$ cat src/verilog/lfm_pkg.sv
// Purpose: constants and types for the LED driver fault monitor
// Assumes: 200 MHz mclk_i
// Notes: none
//
// Operation
// - Supply code below threshold: 50 us fault pulse, set low-supply flag.
// - Clear-faults write clears flags; the bit self-returns to zero.
// - Idle ADC converts supply to 8-bit code each cycle, updates result.
// - Open diagnosis enabled only above supply threshold; single-LED short diagnosis always enabled.
// - Threshold code maps onto a 5 V to 20 V supply range.
// - Reference open or short: hold fault low, set reference and global flags.
// - Reference fault takes no automatic output action.
// - Thermal warning: 50 us pulse, sticky warning flag until clear.
// - Overtemperature: outputs off, fault held, flags set; recover on cooling.
// - Overtemperature flag stays after recovery until clear-faults write.
// - Regulator shutdown recovers through power-on reset to defaults.
// - Watchdog restarts only on good addressed non-broadcast frames.
// - Watchdog overflow enters fail-safe state chosen by fail-safe select.
// - Period zero disables watchdog; stored 0xF enters fail-safe directly.
// - Open monitor only in on-time longer than pulse width plus deglitch.
// - Open held past pulse plus deglitch: pulse, channel, output, global flags.
// - Below supply threshold no open fault detected or reported.
// - Short monitor only in on-time longer than pulse width plus deglitch.
// - Short held past pulse plus deglitch: pulse, channel, output, global flags.
// - Short faults latch with no output action until cleared.
// - Masking suppresses reporting only; detection keeps running.
package lfm_pkg;
    localparam int CLK_MHZ = 200;
    localparam int PULSE_US = 50;
    localparam int PULSE_CYC = PULSE_US * CLK_MHZ;
    localparam int NCH = 12;
    localparam logic [3:0] WD_OFF = 4'h0;
    localparam logic [3:0] WD_DIRECT = 4'hF;
    localparam int WD_UNIT_US = 1000;
    localparam int WD_UNIT_CYC = WD_UNIT_US * CLK_MHZ;
    localparam logic [7:0] THR_RESET = 8'h00;
    localparam logic [7:0] THR_MIN = 8'h3E;
    localparam logic [7:0] THR_SPAN = 8'hBA;
    localparam int OPEN_DEG_US = 10;
    localparam int SHORT_DEG_US = 10;
    localparam int OPEN_DEG_CYC = OPEN_DEG_US * CLK_MHZ;
    localparam int SHORT_DEG_CYC = SHORT_DEG_US * CLK_MHZ;
    localparam int ODPW_UNIT_CYC = CLK_MHZ;

    typedef struct packed {
        logic low_supply;
        logic reference;
        logic thermal_warning;
        logic overtemp;
        logic output_fault;
        logic global_fault;
    } lfm_flags_s;

    typedef enum logic [1:0] {
        ST_NORMAL = 2'b00,
        ST_FAILSAFE0 = 2'b01,
        ST_FAILSAFE1 = 2'b10
    } lfm_state_e;
endpackage

$ cat src/verilog/lfm_top.sv
// Purpose: normal-state fault supervision
// Assumes: analog comparators and pins enter through two-flop sync
// Notes: nrst_i is power-on reset, also used after regulator shutdown
`timescale 1ns/1ps
module lfm_top
    import lfm_pkg::*;
#(
    parameter int PULSE_CYCLES = PULSE_CYC,
    parameter int WD_UNIT_CYCLES = WD_UNIT_CYC,
    parameter int DEG_OPEN_CYCLES = OPEN_DEG_CYC,
    parameter int DEG_SHORT_CYCLES = SHORT_DEG_CYC,
    parameter int ODPW_CYCLES = ODPW_UNIT_CYC
) (
    // Clock and reset
    input wire logic mclk_i,
    input wire logic nrst_i,
    // Supply ADC
    input wire logic adc_done_i,
    input wire logic adc_idle_i,
    input wire logic [7:0] adc_code_i,
    input wire logic [7:0] low_supply_threshold_i,
    // Analog comparators (async)
    input wire logic ref_open_i,
    input wire logic ref_short_i,
    input wire logic thermal_warn_i,
    input wire logic overtemp_i,
    input wire logic [NCH-1:0] pwm_on_i,
    input wire logic [NCH-1:0] open_cmp_i,
    input wire logic [NCH-1:0] short_cmp_i,
    // Configuration
    input wire logic [3:0] diag_pulse_width_i,
    input wire logic [3:0] watchdog_period_i,
    input wire logic [3:0] stored_watchdog_period_i,
    input wire logic failsafe_select_i,
    input wire logic mask_open_i,
    input wire logic mask_short_i,
    input wire logic clear_faults_i,
    // Frame receiver
    input wire logic frame_ok_i,
    input wire logic frame_broadcast_i,
    input wire logic frame_addr_match_i,
    // Status
    output logic [7:0] supply_result_o,
    output logic [7:0] supply_threshold_o,
    output lfm_flags_s flags_o,
    output logic [NCH-1:0] channel_open_flag_o,
    output logic [NCH-1:0] channel_short_flag_o,
    output logic clear_faults_o,
    output logic outputs_enable_o,
    output logic diag_enable_o,
    output lfm_state_e state_o,
    // Fault pin, open drain
    output logic fault_n_o,
    output logic fault_oe_o
);
    localparam int NSYNC = 4 + 3 * NCH;
    localparam int CW = 24;

    // =====================================
    // Synchronisers
    logic [NSYNC-1:0] s1_q, s2_q;
    logic ref_f, tw_f, ot_f, rsh_f;
    logic [NCH-1:0] pwm_f, open_f, short_f;

    always_ff @(posedge mclk_i) begin
        if (!nrst_i) begin
            s1_q <= '0;
            s2_q <= '0;
        end else begin
            s1_q <= {ref_open_i, ref_short_i, thermal_warn_i, overtemp_i,
                pwm_on_i, open_cmp_i, short_cmp_i};
            s2_q <= s1_q;
        end
    end
    assign {ref_f, rsh_f, tw_f, ot_f, pwm_f, open_f, short_f} = s2_q;

    // =====================================
    // Threshold mapping
    // Code 0 sits at 5 V, code 255 at 20 V on the 80 mV/LSB supply scale
    function automatic logic [7:0] map_thr(input logic [7:0] c);
        logic [15:0] p;
        p = 16'(c) * 16'(THR_SPAN);
        return 8'(THR_MIN + p[15:8]);
    endfunction

    // =====================================
    // Supply result and low-supply detect
    logic [7:0] supply_q, supply_d;
    logic [7:0] thr_q, thr_d;
    logic low_q, low_d;

    always_comb begin
        supply_d = supply_q;
        thr_d = map_thr(low_supply_threshold_i);
        low_d = low_q;
        if (adc_done_i && adc_idle_i) begin
            supply_d = adc_code_i;
            low_d = adc_code_i < thr_q;
        end
    end

    always_ff @(posedge mclk_i) begin
        if (!nrst_i) begin
            supply_q <= 8'h00;
            thr_q <= THR_MIN;
            low_q <= 1'b0;
        end else begin
            supply_q <= supply_d;
            thr_q <= thr_d;
            low_q <= low_d;
        end
    end

    // =====================================
    // Channel diagnostics
    logic [CW-1:0] win_open, win_short;
    logic [NCH-1:0] ev_open, ev_short;

    assign win_open = CW'(ODPW_CYCLES * (int'(diag_pulse_width_i) + 1) + DEG_OPEN_CYCLES);
    assign win_short = CW'(ODPW_CYCLES * (int'(diag_pulse_width_i) + 1) + DEG_SHORT_CYCLES);

    genvar g;
    generate
        for (g = 0; g < NCH; g++) begin : g_ch
            lfm_chan_diag #(.CW(CW)) u_open (
                .mclk_i(mclk_i),
                .nrst_i(nrst_i),
                .pwm_on_i(pwm_f[g]),
                .cmp_i(open_f[g]),
                .enable_i(!low_q),
                .window_i(win_open),
                .event_o(ev_open[g])
            );
            lfm_chan_diag #(.CW(CW)) u_short (
                .mclk_i(mclk_i),
                .nrst_i(nrst_i),
                .pwm_on_i(pwm_f[g]),
                .cmp_i(short_f[g]),
                .enable_i(1'b1),
                .window_i(win_short),
                .event_o(ev_short[g])
            );
        end
    endgenerate

    // =====================================
    // Flags
    lfm_flags_s flg_q, flg_d;
    logic [NCH-1:0] opn_q, opn_d, sht_q, sht_d;
    logic low_prev_q, tw_prev_q;
    logic ev_low, ev_tw, rep_open, rep_short, clr_q, clr_d;

    assign ev_low = low_q && !low_prev_q;
    assign ev_tw = tw_f && !tw_prev_q;
    assign rep_open = |ev_open && !mask_open_i;
    assign rep_short = |ev_short && !mask_short_i;

    always_comb begin
        flg_d = flg_q;
        opn_d = opn_q;
        sht_d = sht_q;
        clr_d = clear_faults_i;
        if (clr_q) begin
            flg_d = '0;
            opn_d = '0;
            sht_d = '0;
        end
        // Set wins over clear so no event is lost
        // low-supply flag
        if (ev_low) begin
            flg_d.low_supply = 1'b1;
        end
        if (ref_f || rsh_f) begin
            flg_d.reference = 1'b1;
            flg_d.global_fault = 1'b1;
        end
        if (ev_tw) begin
            flg_d.thermal_warning = 1'b1;
        end
        if (ot_f) begin
            flg_d.overtemp = 1'b1;
            flg_d.global_fault = 1'b1;
        end
        if (rep_open) begin
            opn_d = opn_d | ev_open;
            flg_d.output_fault = 1'b1;
            flg_d.global_fault = 1'b1;
        end
        if (rep_short) begin
            sht_d = sht_d | ev_short;
            flg_d.output_fault = 1'b1;
            flg_d.global_fault = 1'b1;
        end
    end

    always_ff @(posedge mclk_i) begin
        if (!nrst_i) begin
            flg_q <= '0;
            opn_q <= '0;
            sht_q <= '0;
            low_prev_q <= 1'b0;
            tw_prev_q <= 1'b0;
            clr_q <= 1'b0;
        end else begin
            flg_q <= flg_d;
            opn_q <= opn_d;
            sht_q <= sht_d;
            low_prev_q <= low_q;
            tw_prev_q <= tw_f;
            clr_q <= clr_d;
        end
    end

    // =====================================
    // Fault pin
    logic [CW-1:0] pcnt_q, pcnt_d;
    logic fn_q, fn_d, oen_q, oen_d, hold;
    logic pulse_ev;

    assign pulse_ev = ev_low || ev_tw || rep_open || rep_short;
    assign hold = ref_f || rsh_f || ot_f;

    always_comb begin
        pcnt_d = pcnt_q;
        if (pulse_ev) begin
            pcnt_d = CW'(PULSE_CYCLES);
        end else if (pcnt_q != '0) begin
            pcnt_d = pcnt_q - 1'b1;
        end
        oen_d = hold || (pcnt_d != '0);
        fn_d = !oen_d;
    end

    always_ff @(posedge mclk_i) begin
        if (!nrst_i) begin
            pcnt_q <= '0;
            fn_q <= 1'b1;
            oen_q <= 1'b0;
        end else begin
            pcnt_q <= pcnt_d;
            fn_q <= fn_d;
            oen_q <= oen_d;
        end
    end

    // =====================================
    // Outputs, diag enable, watchdog
    logic outen_q, outen_d, diag_q, diag_d;
    logic [CW+3:0] wd_q, wd_d;
    lfm_state_e st_q, st_d;
    logic wd_kick;

    assign wd_kick = frame_ok_i && !frame_broadcast_i && frame_addr_match_i;

    always_comb begin
        outen_d = !ot_f;
        diag_d = !low_q;
        wd_d = wd_q;
        st_d = st_q;
        case (st_q)
            ST_NORMAL: begin
                if (wd_kick || watchdog_period_i == WD_OFF) begin
                    wd_d = '0;
                end else begin
                    wd_d = wd_q + 1'b1;
                end
                if (stored_watchdog_period_i == WD_DIRECT ||
                    (watchdog_period_i != WD_OFF &&
                    wd_q >= (CW+4)'(WD_UNIT_CYCLES) * (CW+4)'(watchdog_period_i))) begin
                    st_d = failsafe_select_i ? ST_FAILSAFE1 : ST_FAILSAFE0;
                end
            end
            ST_FAILSAFE0, ST_FAILSAFE1: begin
                wd_d = '0;
            end
            default: begin
                st_d = ST_NORMAL;
            end
        endcase
    end

    always_ff @(posedge mclk_i) begin
        if (!nrst_i) begin
            outen_q <= 1'b1;
            diag_q <= 1'b1;
            wd_q <= '0;
            st_q <= ST_NORMAL;
        end else begin
            outen_q <= outen_d;
            diag_q <= diag_d;
            wd_q <= wd_d;
            st_q <= st_d;
        end
    end

    assign supply_result_o = supply_q;
    assign supply_threshold_o = thr_q;
    assign flags_o = flg_q;
    assign channel_open_flag_o = opn_q;
    assign channel_short_flag_o = sht_q;
    assign clear_faults_o = clr_q;
    assign outputs_enable_o = outen_q;
    assign diag_enable_o = diag_q;
    assign state_o = st_q;
    assign fault_n_o = fn_q;
    assign fault_oe_o = oen_q;

    // =====================================
    // Checks
    property p_low_pulse;
        @(posedge mclk_i) disable iff (!nrst_i) ev_low |=> fault_oe_o && flg_q.low_supply;
    endproperty
    a_low_pulse: assert property (p_low_pulse) else $error("low supply not reported");
    property p_clr_self;
        @(posedge mclk_i) disable iff (!nrst_i) clr_q && !clear_faults_i |=> !clr_q;
    endproperty
    a_clr_self: assert property (p_clr_self) else $error("clear bit stuck");
    property p_hold;
        @(posedge mclk_i) disable iff (!nrst_i) hold |=> fault_oe_o && !fault_n_o;
    endproperty
    a_hold: assert property (p_hold) else $error("held pulldown released");
    property p_ot_off;
        @(posedge mclk_i) disable iff (!nrst_i) ot_f |=> !outputs_enable_o && flg_q.overtemp;
    endproperty
    a_ot_off: assert property (p_ot_off) else $error("outputs not off when hot");
    property p_ot_sticky;
        @(posedge mclk_i) disable iff (!nrst_i) flg_q.overtemp && !clr_q |=> flg_q.overtemp;
    endproperty
    a_ot_sticky: assert property (p_ot_sticky) else $error("overtemp flag lost");
    property p_wd_kick;
        @(posedge mclk_i) disable iff (!nrst_i)
            st_q == ST_NORMAL && wd_kick |=> wd_q == '0;
    endproperty
    a_wd_kick: assert property (p_wd_kick) else $error("watchdog not restarted");
    property p_wd_off;
        @(posedge mclk_i) disable iff (!nrst_i)
            st_q == ST_NORMAL && watchdog_period_i == WD_OFF &&
            stored_watchdog_period_i != WD_DIRECT |=> st_q == ST_NORMAL;
    endproperty
    a_wd_off: assert property (p_wd_off) else $error("disabled watchdog fired");
    property p_pulse_len;
        @(posedge mclk_i) disable iff (!nrst_i) pulse_ev |=> fault_oe_o [*8];
    endproperty
    a_pulse_len: assert property (p_pulse_len) else $error("fault pulse too short");
    property p_low_open;
        @(posedge mclk_i) disable iff (!nrst_i) low_q && $past(low_q) |-> !(|ev_open);
    endproperty
    a_low_open: assert property (p_low_open) else $error("open reported at low supply");
endmodule

$ cat src/verilog/lfm_chan_diag.sv
// Purpose: per-channel open and short deglitch on PWM on-time
// Assumes: comparator inputs already synchronised
// Notes: raises a one-cycle event when a fault outlasts its window
`timescale 1ns/1ps
module lfm_chan_diag
    import lfm_pkg::*;
#(
    parameter int CW = 24
) (
    // Clock and reset
    input wire logic mclk_i,
    input wire logic nrst_i,
    // Status
    input wire logic pwm_on_i,
    input wire logic cmp_i,
    input wire logic enable_i,
    input wire logic [CW-1:0] window_i,
    // Event
    output logic event_o
);
    logic [CW-1:0] cnt_q, cnt_d;
    logic done_q, done_d;
    logic event_q, event_d;

    // =====================================
    // Deglitch
    always_comb begin
        cnt_d = '0;
        done_d = 1'b0;
        event_d = 1'b0;
        if (pwm_on_i && cmp_i && enable_i) begin
            done_d = done_q;
            cnt_d = cnt_q;
            if (cnt_q < window_i) begin
                cnt_d = cnt_q + 1'b1;
            end else if (!done_q) begin
                // One event per unbroken fault within an on-time pulse avoids flooding the fault pin
                event_d = 1'b1;
                done_d = 1'b1;
            end
        end
    end

    always_ff @(posedge mclk_i) begin
        if (!nrst_i) begin
            cnt_q <= '0;
            done_q <= 1'b0;
            event_q <= 1'b0;
        end else begin
            cnt_q <= cnt_d;
            done_q <= done_d;
            event_q <= event_d;
        end
    end
    assign event_o = event_q;

    property p_win;
        @(posedge mclk_i) disable iff (!nrst_i) event_q |-> $past(pwm_on_i) && $past(cmp_i);
    endproperty
    a_win: assert property (p_win) else $error("event outside on-time");
endmodule

$ cat config.mk
export PLATFORM = sky130hd
export DESIGN_NAME = lfm_top
export DESIGN_NICKNAME = d
export VERILOG_FILES = /design/src/verilog/lfm_pkg.sv /design/src/verilog/lfm_top.sv /design/src/verilog/lfm_chan_diag.sv
export SDC_FILE = /design/constraint.sdc
export NUM_CORES = 2
export LEC_CHECK = 0
export ABC_AREA = 1
export BUFFER_PORTS_ARGS = -buffer_cell sky130_fd_sc_hd__clkbuf_2
export CORE_ASPECT_RATIO = 1.4
export CORE_MARGIN = 10
export CORE_UTILIZATION = 59
export CTS_BUF_LIST = sky130_fd_sc_hd__clkbuf_4
export DETAILED_ROUTE_END_ITERATION = 8
export MAX_ROUTING_LAYER = met4
export PLACE_DENSITY = 0.79
export SLEW_MARGIN = 20
export SYNTH_ARGS = -nofsm -noshare
export SYNTH_HDL_FRONTEND = slang
export SYNTH_SLANG_ARGS = --single-unit
export TNS_END_PERCENT = 20
$ cat constraint.sdc
create_clock -name mclk_i -period 5.45 [get_ports mclk_i]
set_input_delay 0.2725 -clock mclk_i [delete_from_list [all_inputs] [get_ports mclk_i]]
set_output_delay 0.2725 -clock mclk_i [all_outputs]
set_load 0.01 [all_outputs]
Word-level counts from Yosys, hierarchy flattened --
Cells that the tools add are included. Widths: inputs -> output; s select.
Cells by class: add/sub/neg operators 29, multiply operators 3, order comparisons 26, equal/unequal tests 4, muxes and demuxes 44, bitwise gates (word level) 28, reductions and logical operators 124
Operator list (count):
- $add 24x1->24 const B | 24
- $lt 24x14->1 | 24
- $reduce_or 3->1 | 24
- $pmux 28 s2 | 1
- $reduce_and 2->1 | 25
- $mux 12 | 4
- $mux 24 | 2
- $reduce_bool 24->1 | 2
- $logic_and 1x1->1 | 44
- $mux 1 | 30
- $add 28x1->28 const B | 1
- $ge 28x22->1 | 1
- $mux 28 | 1
- $not 1->1 | 26
- $or 12x12->12 | 2
- $reduce_or 12->1 | 2
- $sub 24x1->24 const B | 1
- $mul 12x4->16 const A | 1
- $mul 8x7->15 const B | 1
- $add 13x11->14 const B | 1
- $mul 5x5->10 const A | 1
- $reduce_bool 2->1 | 5
- $add 6x8->8 const A | 1
- $logic_not 1->1 | 8
- 16 further kinds | 26
Word-level totals: register bits after elaboration 812, input bits 79, output and inout port bits 53, logic and storage cells 353

Depth between registers and ports, before layout --
word-level depth 9, mapped depth 31, depth with buffers taken out 29

Cells and area by module --
From an unflattened synthesis, not the netlist that was laid out.
Second synthesis, totals: cells, all modules 9890, area, all modules 64449.3 um^2
By module, submodules not included:
- lfm_chan_diag | times used 24, cells an instance 355, area each 2259.7 um^2, sequential area each 520.5 um^2
- lfm_top | times used 1, cells an instance 1370, area each 10217.3 um^2, sequential area each 3763.6 um^2

Worst setup path before layout --
OpenSTA, ideal clock, no wires.
path type input -> register, start point in diag_pulse_width_i[0], end point reg g_ch[11].u_open.cnt_q[12], setup time 0.115 ns, arrival time 5.457 ns, data required time 5.335 ns, path slack -0.122 ns, stages 30, cell sequence buf_4 > buf_6 > inv_1 > ha_1 > inv_1 > ha_1 > xnor2_1 > ha_1 > ha_1 > a21oi_1 > inv_1 > or2_2 > nand2_1 > inv_1 > nor2_2 > nand2_1 > nor2_2 > xor2_1 > ha_1 > nand2_1 > o21bai_1 > a21oi_1 > nor2_1 > and3_1 > nand2_1 > inv_2 > buf_2 > nand4_1 > nand2_1 > nor2_1
Between the ends: cells in the longest elaborated chain, start to end 4
RTL lines:
- start: declaration | RTL line lfm_top.sv:31 | input wire logic [3:0] diag_pulse_width_i,
- $add 4x1->5 | RTL line lfm_top.sv:119 | assign win_open = CW'(ODPW_CYCLES * (int'(diag_pulse_width_i) + 1) + DEG_OPEN_CYCLES);
- $mul 5x5->10 | RTL line lfm_top.sv:119
- $add 13x11->14 | RTL line lfm_top.sv:119
- $lt 24x14->1 | RTL line lfm_chan_diag.sv:34 | if (cnt_q < window_i) begin
- end signal: assignment | RTL line lfm_chan_diag.sv:50 | cnt_q <= cnt_d;
- end: declaration | RTL line lfm_chan_diag.sv:21 | logic [CW-1:0] cnt_q, cnt_d;
No other way between the ends. A chain may end at the register's enable or synchronous reset.

Worst setup path in the final report --
start point in diag_pulse_width_i[0], end point reg g_ch[6].u_short.cnt_q[3]
Between the ends: cells in the longest elaborated chain, start to end 4
RTL lines:
- $add 4x1->5 | RTL line lfm_top.sv:120 | assign win_short = CW'(ODPW_CYCLES * (int'(diag_pulse_width_i) + 1) + DEG_SHORT_CYCLES);
- $mul 5x5->10 | RTL line lfm_top.sv:120
- $add 13x11->14 | RTL line lfm_top.sv:120
- $lt 24x14->1 | RTL line lfm_chan_diag.sv:34
- end signal: assignment | RTL line lfm_chan_diag.sv:50
- end: declaration | RTL line lfm_chan_diag.sv:21
No other way between the ends.

==> results.md <==
- Final routed DRC violation total: 0
- Max-cap violations: 0
- Area grow syn2layout: 14.1%
- TritonCTS Sinks: between 800 and 900
- Vias per cell: about 5.3
- Post-Synthesis Mean Instance Area: 7.37 um2
- Count of final hold-check violations: 0
- Final setup fails: 0
- Crit path max fanout: 18
- Latest clock arrival within the worst-skew pair: ~1.2 ns
- CP Launch Point: diag_pulse_width_i[0]
- FMAX: 231 MHz
- RSZ-0062 raised after global routing: false
- Worst EP required: around 6.4 ns
- Pwr/cell area: between 300 and 400 mW/mm2
- I/O Buffers: roughly 130
- R2r endpoint: state_o[1]
- Gr usage total: between 20% and 30%
- Placed cells: ~6.5k
- RR Startpoint: wd_q[21]
- Hold Path Depth: 7
- Post-synth cell types: 54
- Clock Tree Buf Depth: 3
- Die height: roughly 330 um
- Slack of the worst reg-to-reg path: around 2.4 ns
- Sequential element share of the synthesized area: between 30 and 40%
- Worst-Margin Slew: ~1.1 ns
- Via count: between 30k and 40k
- GRT overflow: 0
- FFs w/ async S/R, synth: 0%
- Fin crit share: around four fifths
- Initial antenna violation count: 4
- HPWL Detailed: 68100 um
- Htree depth: 4
- Post-route ant nets: 0
- Most frequent cell after synthesis: nand2_1
- First-pass GRT wire length: around 170000 um
- Crit path capture type: flop
- Total Die Area: 0.0807 mm2
- Slew HR: 27.1%
- Worst Reg-to-Reg Cells: 11
- Core Area: slightly below 0.07 mm2
- Post-synth top cells: nand2_1, inv_1, dfxtp_1
- EDFF count, synth: 0
- CP arrival: approximately 5.3 ns
- CTS tree: yes
- Largest net degree at the start of global routing: 73
- Avg WL per Cell: between 10 and 15 um
- Cells after Synth: about 5.6k
- First-pass DRT Iterations: 6
- Share of the synthesized area in the top cell type: 39.6%
- IO Count: 132
- Synth top area cells: dfxtp_1, ha_1, nand2_1, inv_1, nor2_1
- Synth area leader: dfxtp_1
- Total CTS buffers: between 150 and 200
- Yosys reg bits: 812
- CTS root buffer: clkbuf_4
- Die W: approximately 240 um
- Iteration-0 DRC Markers: between 2k and 2.5k
- Crit start category: primary input
- Synth Cell Area: ~0.04 mm2
- Share of cells above drive strength 1: a little under a tenth
- Ys flop type: dfxtp_1
- Worst hold path type: in2reg
- Final #Nets: 6434
- Fill count: roughly 5.7k
- Critical path type: in2reg
- Sum Neg Setup Slack: 0 ns
- Worst-path clk slew: 0.07 ns
- Hold Path Origin: watchdog_period_i[3]
- Row count: about 110
- Non-filler cells, final: ~7k
- Gpl congestion: 0.925
- Synth Net Count: 6034
- Hold Path End: wd_q[18]
- Wirelength, routed: about 100000 um
- Post-route clock skew: approximately 0.12 ns
- Leak: ~20 nW
- Largest vdd supply drop: ~270 uV
- Syn. warnings: 0
- Fin crit period: 4.34 ns
- Vias in the first global route: approximately 37k
- Max Slew Vio Count: 0
- Status: finished clean
- Initial Utilization: between 50% and 60%
[timing repair]
| item | 4_1_cts | 5_1_grt |
|---|---|---|
| resized for setup | 0 | 0 |
| buffers inserted | 0 | 0 |
| hold endpoints to repair | 184 | 0 |
| hold buffers | 169 | 0 |
[worst max-delay path: stages]
cell	delay, ns
clkbuf_2	0.13
ha_1	0.24
xor2_1	0.27
ha_1	0.31
ha_1	0.30
ha_1	0.35
or2_2	0.31
nand2_1	0.19
inv_1	0.08
nor2_2	0.12
nand2_1	0.07
nor2_2	0.20
xor2_4	0.46
buf_4	0.25
ha_1	0.27
a21oi_1	0.19
a31oi_1	0.12
nor4_1	0.18
nand2_1	0.33
inv_2	0.35
nand2_1	0.07
and3_1	0.18
[worst max-delay path by stage]
| stage | cells past startpoint | slack [ns] | endpoint |
|---|---|---|---|
| floorplan | 27 | 0.17 | g_ch[11].u_open.cnt_q[12] |
| detailed placement | 24 | 0.12 | g_ch[4].u_open.cnt_q[4] |
| finish | 22 | 1.11 | g_ch[6].u_short.cnt_q[3] |
| global route | 27 | 0.83 | g_ch[6].u_open.cnt_q[5] |
| CTS | 24 | 1.25 | g_ch[4].u_open.cnt_q[4] |
| global placement | 23 | 0.27 | g_ch[3].u_open.cnt_q[5] |
[layout make-up]
type                    count  area (um2)  share of cell area (%)
clock buffers             261        1960                    4.18
inverters                 865        3250                    6.93
multi-input cells        3778       21100                    45.0
diodes                      9        22.5                  0.0481
repair buffers            326        2610                    5.57
flip-flops and latches    812       16300                    34.7
well taps                 928        1160                    2.48
clock inverters            77         502                    1.07
[state kept, by name, summed over array words and instances (netlist names), 24 cells and up]
| name | count |
|---|---|
| pcnt_q | 24 |
| s1_q | 40 |
| s2_q | 40 |
| g_ch.u_open.cnt_q | 288 |
| wd_q | 28 |
| g_ch.u_short.cnt_q | 288 |
[cells by family after synthesis]
group	share of synthesized area, %
buffers and inverters	9.36
AND/OR/NAND/NOR	26.6
flip-flops	39.6
XOR/XNOR	2.77
adder cells (fa/ha/maj)	11.9
AO/OA/AOI/OAI	9.87
[layer usage]
metal | global-route usage [%] | share of wire (%) | vias up | wire length, um
met5 | - | 0 | - | 0
met4 | 12.5 | 3.9 | 0 | 4060
met3 | 4.75 | 5.5 | 310 | 5790
met2 | 46.0 | 50 | 1039 | 52200
met1 | 28.0 | 41 | 17400 | 42400
li1 | - | - | 19000 | -
[report_power, final]
group          total, mW  internal (mW)  switching [mW]
sequential          6.19           6.07           0.116
clock               5.05           2.52            2.53
combinational       3.22           1.18            2.04
total               14.5           9.77            4.68
[cell usage in the layout (no fill, tap or decap), types with 19 or more instances in the layout]
cell type,instances
nand3_1,293
nor2_2,24
inv_2,40
nand2_1,1039
clkbuf_2,130
nand4_1,98
clkbuf_4,261
o21ai_1,23
ha_1,365
dlygate4sd3_1,169
nor4_1,57
nor3b_1,21
o21ai_0,198
nor2_1,727
xnor2_1,55
o221ai_1,24
o21bai_1,20
dfxtp_1,812
inv_1,826
xor2_1,68
buf_4,21
a21o_1,19
nor3_1,193
clkinv_1,47
a21oi_1,400
[per-stage QoR]
step | util [%] | total power [mW] | hold slack, ns | instance area (um2) | setup WS [ns]
floorplan | - | 8.41 | 0.370 | 41100 | 0.171
global placement | 61.8 | 9.24 | 0.392 | 42700 | 0.275
detailed placement | 61.8 | 9.33 | 0.395 | 42700 | 0.116
global route | 67.9 | 15.3 | 0.0684 | 46800 | 0.827
finish | 67.9 | 14.5 | 0.0989 | 46800 | 1.11
CTS | 67.8 | 14.4 | 0.0189 | 46800 | 1.25
Note: power is estimated with default switching activity, not from simulation.
